### src/design/sdt_map.svh
// Purpose: constants for the skip-decrement and table lookup execution block
// Assumes: 8-bit data path, 16-bit table address
// Notes: program word width is a plain default
`ifndef SDT_MAP_SVH
`define SDT_MAP_SVH
`define SDT_DATA_W 8
`define SDT_ADDR_W 16
`define SDT_PWORD_W 16
`define SDT_HIGH_W 8
`define SDT_LOOKUP_CYCLES 2
`define SDT_PTR_RESET 8'h00
`define SDT_DATH_RESET 8'h00
`endif

### src/design/sdt_pkg.sv
// Purpose: types for the skip-decrement and table lookup execution block
// Assumes: sdt_map.svh included for widths
// Notes: none
`include "sdt_map.svh"
package sdt_pkg;
   typedef enum logic [2:0] {
      SDT_OP_NONE = 3'h0,
      SDT_OP_DEC_ACC = 3'h1,
      SDT_OP_DEC_REG = 3'h2,
      SDT_OP_LOOKUP = 3'h3,
      SDT_OP_WR_PTRH = 3'h4,
      SDT_OP_WR_PTRL = 3'h5
   } sdt_op_t;

   typedef struct packed {
      sdt_op_t op;
      logic [`SDT_DATA_W-1:0] operand;
      logic [`SDT_DATA_W-1:0] accumulator;
   } sdt_req_t;

   typedef struct packed {
      logic acc_we;
      logic reg_we;
      logic [`SDT_DATA_W-1:0] data;
      logic skip;
   } sdt_res_t;

   typedef enum logic [1:0] {
      SDT_ST_IDLE = 2'b01,
      SDT_ST_FETCH = 2'b10
   } sdt_state_t;
endpackage : sdt_pkg

### src/design/sdt_exec.sv
// Purpose: execution of decrement-skip and program-table lookup operations
// Assumes: one request per instruction cycle, taken when ready is high
// Notes: pointer and high-data registers live here
`timescale 1ns/100ps
`include "sdt_map.svh"
module sdt_exec (
   input wire logic clk,
   input wire logic srst,
   input wire logic req_valid,
   input wire sdt_pkg::sdt_req_t req,
   output logic req_ready,
   output logic pm_rd,
   output logic [`SDT_ADDR_W-1:0] pm_addr,
   input wire logic [`SDT_PWORD_W-1:0] pm_data,
   output sdt_pkg::sdt_res_t res_ff,
   output logic res_valid_ff,
   output logic discard_ff,
   output logic [`SDT_DATA_W-1:0] lookup_pointer_high,
   output logic [`SDT_DATA_W-1:0] lookup_pointer_low,
   output logic [`SDT_HIGH_W-1:0] lookup_data_high
);
   // ============================================================
   // declarations
   // ============================================================
   sdt_pkg::sdt_state_t state_ff;
   sdt_pkg::sdt_state_t nxt_state;
   sdt_pkg::sdt_res_t nxt_res;
   logic nxt_res_valid;
   logic nxt_discard;
   logic [`SDT_DATA_W-1:0] ptrh_ff;
   logic [`SDT_DATA_W-1:0] nxt_ptrh;
   logic [`SDT_DATA_W-1:0] ptrl_ff;
   logic [`SDT_DATA_W-1:0] nxt_ptrl;
   logic [`SDT_HIGH_W-1:0] dath_ff;
   logic [`SDT_HIGH_W-1:0] nxt_dath;
   logic [`SDT_DATA_W-1:0] diff;
   logic [`SDT_DATA_W-1:0] borrow;
   logic diff_zero;
   logic take;
   logic in_fetch;
   logic do_dec_acc;
   logic do_dec_reg;
   logic do_lookup;
   logic do_wr_ptrh;
   logic do_wr_ptrl;

   // ============================================================
   // handshake and program memory side
   // ============================================================
   // lookup stalls the request side for its second cycle; a request
   // offered then is left waiting, not dropped
   assign in_fetch = (state_ff == sdt_pkg::SDT_ST_FETCH);
   assign req_ready = (state_ff == sdt_pkg::SDT_ST_IDLE);
   assign take = req_valid && req_ready;
   assign pm_addr = {ptrh_ff, ptrl_ff};
   assign pm_rd = do_lookup;
   assign lookup_pointer_high = ptrh_ff;
   assign lookup_pointer_low = ptrl_ff;
   assign lookup_data_high = dath_ff;

   // ============================================================
   // operation decode
   // ============================================================
   // only a taken request decodes; spare codes do nothing
   always_comb begin
      do_dec_acc = 1'b0;
      do_dec_reg = 1'b0;
      do_lookup = 1'b0;
      do_wr_ptrh = 1'b0;
      do_wr_ptrl = 1'b0;
      if (take) begin
         unique case (req.op)
            sdt_pkg::SDT_OP_NONE: begin
            end
            sdt_pkg::SDT_OP_DEC_ACC: begin
               do_dec_acc = 1'b1;
            end
            sdt_pkg::SDT_OP_DEC_REG: begin
               do_dec_reg = 1'b1;
            end
            sdt_pkg::SDT_OP_LOOKUP: begin
               do_lookup = 1'b1;
            end
            sdt_pkg::SDT_OP_WR_PTRH: begin
               do_wr_ptrh = 1'b1;
            end
            sdt_pkg::SDT_OP_WR_PTRL: begin
               do_wr_ptrl = 1'b1;
            end
            default: begin
            end
         endcase
      end
   end

   // ============================================================
   // decrement by one
   // ============================================================
   // ripple borrow, one stage per bit; the borrow out of the top bit is
   // dropped, so an operand of zero wraps to all ones
   assign borrow[0] = 1'b1;
   for (genvar i = 0; i < `SDT_DATA_W; i++) begin : g_dec_bit
      assign diff[i] = req.operand[i] ^ borrow[i];
      if (i < `SDT_DATA_W - 1) begin : g_borrow
         assign borrow[i+1] = borrow[i] & ~req.operand[i];
      end
   end
   assign diff_zero = (diff == '0);

   // ============================================================
   // control and result: next values
   // ============================================================
   always_comb begin
      nxt_state = state_ff;
      nxt_res = '0;
      nxt_res_valid = 1'b0;
      nxt_discard = 1'b0;
      unique case (state_ff)
         sdt_pkg::SDT_ST_IDLE: begin
            if (do_dec_acc) begin
               nxt_res.acc_we = 1'b1;
               nxt_res.data = diff;
               nxt_res.skip = diff_zero;
               nxt_res_valid = 1'b1;
            end
            if (do_dec_reg) begin
               nxt_res.reg_we = 1'b1;
               nxt_res.data = diff;
               nxt_res.skip = diff_zero;
               nxt_res_valid = 1'b1;
            end
            // the skip is only flagged: the core throws away the
            // instruction it already fetched, which is the second cycle
            nxt_discard = (do_dec_acc || do_dec_reg) && diff_zero;
            if (do_lookup) begin
               nxt_state = sdt_pkg::SDT_ST_FETCH;
            end
         end
         sdt_pkg::SDT_ST_FETCH: begin
            // the word answers one cycle after the read strobe
            nxt_res.reg_we = 1'b1;
            nxt_res.data = pm_data[`SDT_DATA_W-1:0];
            nxt_res_valid = 1'b1;
            nxt_state = sdt_pkg::SDT_ST_IDLE;
         end
         default: begin
            nxt_state = sdt_pkg::SDT_ST_IDLE;
         end
      endcase
   end

   // ============================================================
   // control and result: registers
   // ============================================================
   always_ff @(posedge clk) begin
      if (srst) begin
         state_ff <= sdt_pkg::SDT_ST_IDLE;
         res_ff <= '0;
         res_valid_ff <= 1'b0;
         discard_ff <= 1'b0;
      end else begin
         state_ff <= nxt_state;
         res_ff <= nxt_res;
         res_valid_ff <= nxt_res_valid;
         discard_ff <= nxt_discard;
      end
   end

   // ============================================================
   // lookup pointers
   // ============================================================
   // both bytes load from the accumulator; the pair holds until rewritten
   always_comb begin
      nxt_ptrh = ptrh_ff;
      nxt_ptrl = ptrl_ff;
      if (do_wr_ptrh) begin
         nxt_ptrh = req.accumulator;
      end
      if (do_wr_ptrl) begin
         nxt_ptrl = req.accumulator;
      end
   end

   always_ff @(posedge clk) begin
      if (srst) begin
         ptrh_ff <= `SDT_PTR_RESET;
         ptrl_ff <= `SDT_PTR_RESET;
      end else begin
         ptrh_ff <= nxt_ptrh;
         ptrl_ff <= nxt_ptrl;
      end
   end

   // ============================================================
   // high part of the fetched word
   // ============================================================
   // there is no valid strobe on the memory side, so the fetch state
   // alone marks the cycle in which the word stands
   always_comb begin
      nxt_dath = dath_ff;
      if (in_fetch) begin
         nxt_dath = `SDT_HIGH_W'(pm_data >> `SDT_DATA_W);
      end
   end

   always_ff @(posedge clk) begin
      if (srst) begin
         dath_ff <= `SDT_DATH_RESET;
      end else begin
         dath_ff <= nxt_dath;
      end
   end
endmodule : sdt_exec

### config.mk
export PLATFORM = sky130hd
export DESIGN_NAME = sdt_exec
export DESIGN_NICKNAME = d
export VERILOG_FILES = /design/src/design/sdt_pkg.sv /design/src/design/sdt_exec.sv
export VERILOG_INCLUDE_DIRS = /design/src /design/src/design
export SDC_FILE = /design/constraint.sdc
export NUM_CORES = 1
export LEC_CHECK = 0
export BUFFER_PORTS_ARGS = -buffer_cell sky130_fd_sc_hd__buf_4
export CORE_ASPECT_RATIO = 1.75
export CORE_MARGIN = 2
export CORE_UTILIZATION = 49
export DETAILED_ROUTE_END_ITERATION = 6
export PLACE_DENSITY = 0.85
export SYNTH_ARGS = -nofsm -noshare
export SYNTH_HDL_FRONTEND = slang
export SYNTH_SLANG_ARGS = --single-unit
### constraint.sdc
create_clock -name clk -period 4.55 [get_ports clk]
set_input_delay 0.455 -clock clk [delete_from_list [all_inputs] [get_ports clk]]
set_output_delay 0.455 -clock clk [all_outputs]
set_load 0.01 [all_outputs]
==> results of run 1 <==
## cells in the final DEF, fill, tap and decap left out, drive strengths merged, types with 4 or more instances in the layout
cell type,synthesis,final
buf,22,92
dfxtp,39,39
nand2b,18,18
mux2i,16,16
o21ai,16,16
inv,11,11
nor2,11,11
nand3,10,10
ha,9,9
nor2b,8,8
o31ai,7,7
clkbuf,5,7
nand2,4,4
## power groups by stage
stage	clock network (uW)	logic, uW	registers (uW)
global placement	0	90.6	358
finish	220	90.9	350
CTS	227	91.8	350
floorplan	0	44.7	361
detailed placement	0	91.5	358
global route	238	99.7	351
## per-stage QoR
stage                     power (uW)  hold slack, ps  instance area, um^2
after floorplan                  405             453                 1850
after global placement           449             468                 2420
after detailed placement         450             475                 2420
after CTS                        669             341                 2510
after global routing             689             345                 2510
final                            662             347                 2510
## registers in the layout (all words and copies together) (netlist names)
| signal | cells |
|---|---|
| state_ff | 2 |
| res_valid_ff | 1 |
| lookup_data_high | 8 |
| discard_ff | 1 |
| lookup_pointer_high | 8 |
| res_ff | 11 |
| lookup_pointer_low | 8 |
## logic make-up after synthesis
kind of cell	Yosys count
AOI/OAI and AO/OA	28
muxes	16
DFF	39
buffers and inverters	38
adders and majority gates	9
xor gates and xnor gates	2
and+or+nand+nor	61
## cell type report
cell class	count	share of cell area (%)
tap	46	2.30
clock inverter	1	0.200
inverter	11	1.65
multi-input combinational	116	34.1
timing repair buffer	92	27.6
sequential	39	31.2
clock buffer	7	3.05
## layer usage
metal | GRT usage [%] | vias to the layer above
met4 | 8.85 | 0
met5 | 0 | -
met3 | 4.93 | 5
li1 | - | 768
met2 | 38.2 | 63
met1 | 20.0 | 700
## worst paths after layout
kind,slack (ps),to,depth (start not counted),startpoint
worst max register to register,2750,lookup_pointer_high[3],5,state_ff[1]
worst max-delay path,2320,discard_ff,11,req[8]
worst min-delay path,350,res_ff[10],2,req[18]
worst min register to register,490,state_ff[0],1,state_ff[0]
==> metrics.txt, run 1 <==
Max Cap Viol=0; Met1 Wirelength=1.46 mm; mux share of post-synthesis cell area=8.65%; pre-CTS setup slack=2030 ps; share of post-route cells with drive strength above 1=43.6%; Comb power frac=13.7%; wire per inst=13.2 um; count leader, synth=dfxtp_1; Avg Cell Area, Syn=9.59 um^2; crit start category=primary input; clock skew=3.28 ps; Hold Fails Final Rpt=0; Remaining DRCs=0; placed cell count=304; CP max stage cell=or3_1; Final nets=312; starting DRC count in detailed routing=33; Slew headroom=44.0%; Setup violations, final=0; Via Count=1,536; synthesized area=1850 um^2; DR WL met3=282 um; CTS Sinks=39; non-filler cells, final=312; cell repeated most along the worst path=ha_1; Longest Clk Path Bufs=2; critical path class=primary input to register; Synth area leaders=dfxtp_1 (42%), mux2i_1 (8.7%), buf_4 (6.5%); count of hold-fix buffers inserted at cts=0; EDFF count, synth=0; DRT Wirelength=4.13 mm; Pwr Density=264 nW/um^2; post-synthesis simple-gate area fraction=18.3%; Worst-path clk slew=70 ps; area leader, netlist=dfxtp_1; vias in the first global route=1,453; Final period util=49.0%; crit path time final=2230 ps; fillers=309; first-pass GRT wire length=6.59 mm; main combinational cell family by area after synthesis=simple AND/OR/NAND/NOR gates; Sum Neg Setup Slack=0 ps; vias per inst=4.92; cts bufs inserted=5; internal power=500 uW; sequential share of the synthesized area=42.2%; Sw Share=24.4%; Mapped Cells=193; CP max FO=3; Post-Synth XOR/XNOR Area=0.947%; Post-Syn Nets=240; Core ar.=3630 um^2; register area=781 um^2; post-CTS setup buffer count=0; Lkg Pwr=0.00122 uW; CTS tree=yes; fin. max-slew vios=0; synth-to-layout area growth=35.4%; Synthesis Warnings=0; top post-synthesis cells by count=dfxtp_1 (39), nand2b_1 (18), buf_4 (16), mux2i_1 (16); # port buffers=92; I/O Pins=93; Critical Path, Cell by Cell=buf_4 > inv_1 > ha_1 > ha_1 > ha_1 > ha_1 > ha_1 > ha_1 > nand4_1 > or3_1 > nor3_1; total gr overflow=0; Die Ht=85.3 um; largest delay contributor family on the critical path=adder cells; ANT cells=0; Util after Layout=69.1%; top-area cell type share of the netlist area=42.2%; Switch Pwr=161 uW; sequential share of power=52.9%; status=complete, no violations; Total Routing Usage GR=20.2%; CP Buf/Inv Count=2; clock share of power=33.3%; clock latency on the worst-skew pair=290 ps; GPL Wtd Cong=0.740; Rows=29; top sig layer=met4; DR pass1 iterations=4; async set or reset register ratio after synthesis=0%; RSZ-0062 raised after global routing=no; Worst EP required=4760 ps; crit path DAT=2440 ps; fin worst setup slack=2320 ps; multi-input logic area=855 um^2; CP max stage delay=350 ps; actual slew at the worst max-slew pin=841 ps; largest net degree at the start of global routing=36; synthesized flop and latch total=39; Die ar.=4300 um^2; FMAX=448 MHz; Primary FF master, synth=dfxtp_1; Critical Path Sink Type=register; Peak VDD IR=250 uV; routed wl met2=2.31 mm; post-synthesis compound-gate area fraction=12.2%; H-tree depth=2; CTS root buf=clkbuf_8; Post-DP HPWL=3.23 mm; Hold/Removal Path Class=primary input to register; Yosys cell types=31; Synth Area in Adders=6.09%; Die Width=50.5 um; Post-CTS Resized=0; post-route ant nets=0; initial antenna violation count=0; Initial Utilization=51.0%
Note: power is estimated with default switching activity, not from simulation.
==> run 2: changes to the inputs <==
Settings changed: ABC_AREA from default to 1, CORE_UTILIZATION 49 to 39, PLACE_DENSITY 0.85 to 0.74.
Clock period 4.55 ns to 1.8 ns, I/O delays scaled along.
==> run 2 against run 1 <==
Compared with the run above: synthesized cell count up 13%; die area up 14%; design area down 2.0%; clock skew about the same; combinational power rose to 2.8 times the previous value; area after synthesis down 8.9%; register-to-register slack worse by 2400 ps; final cell count up 13%; core utilization down 9.9 points; power rose to 2.6 times the previous value; worst hold slack worse by 230 ps; wire length up 5.9%.
==> metrics.txt, run 2 <==
status=complete, no violations; CP Buf/Inv Count=2 (unchanged); Critical Path, Cell by Cell=buf_4 > inv_1 > ha_1 > ha_1 > ha_1 > ha_1 > ha_1 > ha_1 > nand2_1 > nor3_2 > nand2_1 > nor3_1; Remaining DRCs=0 (unchanged); clock latency on the worst-skew pair=280 ps (about the same); starting DRC count in detailed routing=16 (-52%); wire per inst=12.4 um (-6.4%); Setup violations, final=0 (unchanged); cts bufs inserted=5 (unchanged); vias per inst=4.67 (-5.1%); Final period util=98.6%; DRT Wirelength=4.37 mm (+5.9%); Worst EP required=2010 ps (-2750 ps); cell repeated most along the worst path=ha_1; Pwr Density=705 nW/um^2 (+170%); FMAX=563 MHz; number of flip-flops in the largest register=11 (unchanged); crit path DAT=1980 ps (-460 ps); Final nets=351 (+13%); clock skew=3.43 ps (+0.154 ps); Die ar.=4890 um^2 (+14%); sequential share of the synthesized area=46.3% (+4.1 points); synth-to-layout area growth=45.6%; CTS root buf=clkbuf_8; Avg Cell Area, Syn=7.70 um^2 (-20%); Design Power=1730 uW (+160%); Mapped Cells=219 (+13%); Final Instance Area=2460 um^2 (-2.0%); Synthesis Warnings=0 (unchanged); async set or reset register ratio after synthesis=0% (unchanged); critical path class=primary input to register; CP max stage cell=ha_1; most flop-heavy register=res_ff; Primary FF master, synth=dfxtp_1; Initial Utilization=40.6% (-10 points); Lkg Pwr=0.00127 uW (+4.1%); Core ar.=4150 um^2 (+14%); commonest non-fill, non-tap cell in the layout=buf_4; count of hold-fix buffers inserted at cts=0 (unchanged); Sum Neg Setup Slack=0 ps (unchanged); Hold Fails Final Rpt=0 (unchanged); Max Cap Viol=0 (unchanged); I/O Pins=93 (unchanged); CTS Sinks=39 (unchanged); total gr overflow=0 (unchanged); synthesized flop and latch total=39 (unchanged); WHS=117 ps (-230 ps); Rows=31 (+6.9%); Longest Clk Path Bufs=2 (unchanged); top-area cell type share of the netlist area=46.3% (+4.1 points); Worst-path clk slew=70 ps (about the same); # port buffers=92 (unchanged); Critical Path Sink Type=register; largest net degree at the start of global routing=17 (-53%); CP max stage delay=290 ps (-60 ps); actual slew at the worst max-slew pin=346 ps (-495 ps); area leader, netlist=dfxtp_1; post-synthesis simple-gate area fraction=20.9% (+2.7 points); Synth area leaders=dfxtp_1 (46%), nor2_1 (11%), o21ai_0 (7.1%); Total Routing Usage GR=18.9% (-1.3 points); DR pass1 iterations=5 (+1); Yosys cell types=22 (-29%); Slew headroom=77.0% (+33 points); fillers=402 (+30%); post-CTS setup buffer count=0 (unchanged); post-route ant nets=0 (unchanged); Post-Synth XOR/XNOR Area=0.519% (-0.43 points); crit path time final=1770 ps; Die Width=53.7 um (+6.5%); Peak VDD IR=598 uV (+140%); H-tree depth=2 (unchanged); first-pass GRT wire length=6.85 mm (+4.0%); crit start category=primary input; largest delay contributor family on the critical path=adder cells; Synth Area in Adders=6.68% (+0.59 points); Via Count=1,650 (+7.4%); mux share of post-synthesis cell area=0% (-8.7 points); most frequent cells in the layout=buf_4 (98), nor2_1 (50), dfxtp_1 (39); initial antenna violation count=0 (unchanged); fin. max-slew vios=0 (unchanged); share of post-route cells with drive strength above 1=39.1% (-4.5 points); Post-Syn Nets=266 (+11%); Die Ht=91.0 um (+6.7%); vias in the first global route=1,617 (+11%); RSZ-0062 raised after global routing=yes; GPL Wtd Cong=0.826 (+12%); synthesized area=1690 um^2 (-8.9%); Hold/Removal Path Class=primary input to register; CP max FO=2 (-1); Area after DPL=2350 um^2 (-3.3%); Util after Layout=59.2% (-9.9 points); top post-synthesis cells by count=nor2_1 (51), dfxtp_1 (39), o21ai_0 (24), nand2_1 (22), inv_1 (21); main combinational cell family by area after synthesis=simple AND/OR/NAND/NOR gates; Post-CTS Resized=0 (unchanged); ANT cells=0 (unchanged); post-synthesis compound-gate area fraction=11.6% (-0.67 points); count leader, synth=nor2_1; CTS tree=yes; EDFF count, synth=0 (unchanged); Post-DP HPWL=3.56 mm (+10%)
run 2: cell count changes in the layout (fill, tap and decap cells not counted), moves of 10 or more:
cell      delta
nand2b_1    -18
inv_1       +10
mux2i_1     -16
nor2_1      +39
o21ai_0     +18
nand2_1     +19
run 2: worst reg2reg max path, stage by stage (launching register included):
cell	delay (ps)
dfxtp_1	320
inv_1	80
ha_2	220
nand2_1	100
nor2_2	140
nand3_2	180
o21ai_0	260
nor2_1	60
run 2: cell type report:
| class | instances | area, um^2 | area share (%) |
|---|---|---|---|
| clock buffers | 6 | 82.6 | 3.36 |
| clock inverters | 1 | 5.00 | 0.204 |
| inverters | 26 | 98.8 | 4.02 |
| multi-input cells | 134 | 692 | 28.2 |
| flip-flops and latches | 39 | 781 | 31.8 |
| well taps | 49 | 61.3 | 2.50 |
| repair buffers | 98 | 736 | 30.0 |
run 2: final timing paths:
| kind | slack [ps] | cells after the start | end | start |
|---|---|---|---|---|
| max | 30 | 12 | res_ff[0] | req[8] |
| max reg2reg | 340 | 7 | lookup_pointer_high[4] | state_ff[1] |
| min reg2reg | 500 | 2 | state_ff[1] | state_ff[1] |
| min | 120 | 3 | lookup_data_high[5] | pm_data[13] |
run 2: per-layer routing:
metal	wire (um)	GRT usage (%)	vias to the layer above
li1	-	-	838
met1	1460	17.7	726
met2	2400	33.4	72
met3	334	5.26	14
met4	181	11.8	0
met5	0	0	-
run 2: kinds of logic after synthesis:
kind of cell    Yosys count
fa+ha+maj                 9
compound gates           37
simple gates             87
buf+inv                  46
flops                    39
xor+xnor                  1
run 2: per-stage QoR:
| step | setup slack [ps] | cells |
|---|---|---|
| floorplan | 23.2 | 219 |
| global placement | -134 | 346 |
| detailed placement | -243 | 346 |
| CTS | 25.9 | 353 |
| global route | -98.0 | 353 |
| finish | 25.3 | 353 |
run 2: power by group:
part           internal, uW  switching, uW
clock network           301            288
logic                   129            122
registers               882           11.3
total                  1310            421
==> run 3: changes to the inputs <==
Clock period 1.8 ns to 1.5 ns, I/O delays scaled along.
==> run 3 against run 2 <==
Compared with the run above: final cell count grew 2.0%; via count grew 1.9%; critical endpoint unchanged; sequential power grew 20%; flip-flop and latch count is the same; die area is the same; setup slack gained 6.0 ps; design area grew 9.4%; wire length grew 5.7%; highest routed layer unchanged; count of clock-buffer cells in the layout is the same.
==> metrics.txt, run 3 (synthesis results as in run 2) <==
Pwr Density=865 nW/um^2 (+23%); DR pass1 iterations=4 (-1); Post-DP HPWL=3.55 mm (-0.27%); pre-CTS setup slack=-398 ps (-155 ps); vias in the first global route=1,614 (-0.19%); post-route ant nets=0 (unchanged); Worst EP required=1720 ps (-290 ps); crit start category=primary input; Worst-path clk slew=80 ps (about the same); DRT Wirelength=4.62 mm (+5.7%); Total Routing Usage GR=19.5% (+0.59 points); share of post-route cells with drive strength above 1=46.3% (+7.2 points); Rows=31 (unchanged); Initial Utilization=40.6% (unchanged); most flop-heavy register=res_ff; starting DRC count in detailed routing=12 (-4); CP max FO=2 (unchanged); Final period util=97.9%; critical path class=primary input to register; FMAX=681 MHz; number of flip-flops in the largest register=11 (unchanged); fin. max-slew vios=0 (unchanged); CTS tree=yes; Via Count=1,681 (+1.9%); initial antenna violation count=0 (unchanged); Max Cap Viol=0 (unchanged); Core ar.=4150 um^2 (unchanged); Die Width=53.7 um (unchanged); # port buffers=92 (unchanged); clock skew=6.15 ps (+2.72 ps); Die Ht=91.0 um (unchanged); wire per inst=12.8 um (+3.6%); Die ar.=4890 um^2 (unchanged); CTS root buf=clkbuf_8; GPL Wtd Cong=0.812 (-1.7%); cts bufs inserted=5 (unchanged); Lkg Pwr=0.00132 uW (+4.0%); Peak VDD IR=712 uV (+19%); Final nets=357 (+1.7%); largest net degree at the start of global routing=25 (+8); Util after Layout=64.7% (+5.5 points); status=complete, no violations; fin worst setup slack=31.3 ps (+5.97 ps); CTS Sinks=39 (unchanged); crit path time final=1470 ps; vias per inst=4.67 (-0.10%); Setup violations, final=0 (unchanged); I/O Pins=93 (unchanged); first-pass GRT wire length=7.09 mm (+3.5%); count of hold-fix buffers inserted at cts=0 (unchanged); actual slew at the worst max-slew pin=254 ps (-91.5 ps); H-tree depth=2 (unchanged); Longest Clk Path Bufs=2 (unchanged); fillers=369 (-8.2%); ANT cells=0 (unchanged); total gr overflow=0 (unchanged); Critical Path Sink Type=register; crit path DAT=1690 ps (-290 ps); clock latency on the worst-skew pair=290 ps (about the same); synth-to-layout area growth=59.3%; Hold Fails Final Rpt=0 (unchanged); Hold/Removal Path Class=primary input to register; most frequent cells in the layout=buf_4 (102), nor2_1 (50), dfxtp_1 (37); Remaining DRCs=0 (unchanged); Slew headroom=83.1% (+6.1 points); commonest non-fill, non-tap cell in the layout=buf_4
[run 3: power breakdown]
group / switching [uW] / total, uW / leakage, uW / internal [uW]
sequential: 14.7 / 1070 / 0.000316 / 1060
clock: 364 / 902 / 0.0000612 / 538
combinational: 168 / 349 / 0.000948 / 181
total: 547 / 2320 / 0.00132 / 1780
[run 3: stage by stage]
step / TNS [ps] / instances / hold slack [ps] / total power, uW / area, um^2
6_report: 0 / 360 / 75.8 / 2320 / 2690
5_1_grt: -99.6 / 360 / 84.3 / 2440 / 2690
4_1_cts: 0 / 358 / 71.4 / 2340 / 2630
3_5_place_dp: -1160 / 347 / 378 / 1420 / 2460
3_3_place_gp: -1040 / 347 / 373 / 1410 / 2460
2_1_floorplan: -289 / 219 / 285 / 1250 / 1790
[run 3: path summary, 6_finish.rpt]
check	from	to	slack, ps	cells past startpoint
hold / removal	pm_data[15]	lookup_data_high[7]	80	3
hold reg to reg	lookup_pointer_low[4]	lookup_pointer_low[4]	500	2
setup reg to reg	state_ff[1]	res_ff[3]	160	7
setup / recovery	req[8]	res_ff[0]	30	12
[run 3: layer usage]
metal	global-route usage (%)	wire, um	vias to the layer above
li1	-	-	850
met1	18.2	1500	754
met2	35.3	2630	67
met3	6.09	375	10
met4	9.62	121	0
met5	0	0	-
[run 3: layout make-up]
type                            instances  area [um^2]  share of cell area, %
Multi-Input combinational cell        134          810                   30.1
Timing Repair Buffer                  104          792                   29.5
Sequential cell                        39          783                   29.2
Inverter                               26          123                   4.56
Clock buffer                            6         82.6                   3.07
Tap cell                               49         61.3                   2.28
Clock inverter                          2         35.0                   1.30
[run 3: timing repair]
item | CTS | global route
endpoints found under the setup margin | 3 | 8
setup buffers | 3 | 2
hold endpoints to repair | 0 | 0
pin swaps | 5 | 3
gates resized for setup | 11 | 10
[run 3: worst max-delay path: stages]
cell and delay, ps:
buf_6 100, inv_8 30, ha_4 150, ha_4 150, ha_4 160, ha_4 160
ha_4 160, ha_4 260, nand2_2 60, nor3_2 110, nand2_1 120, nor3_2 100
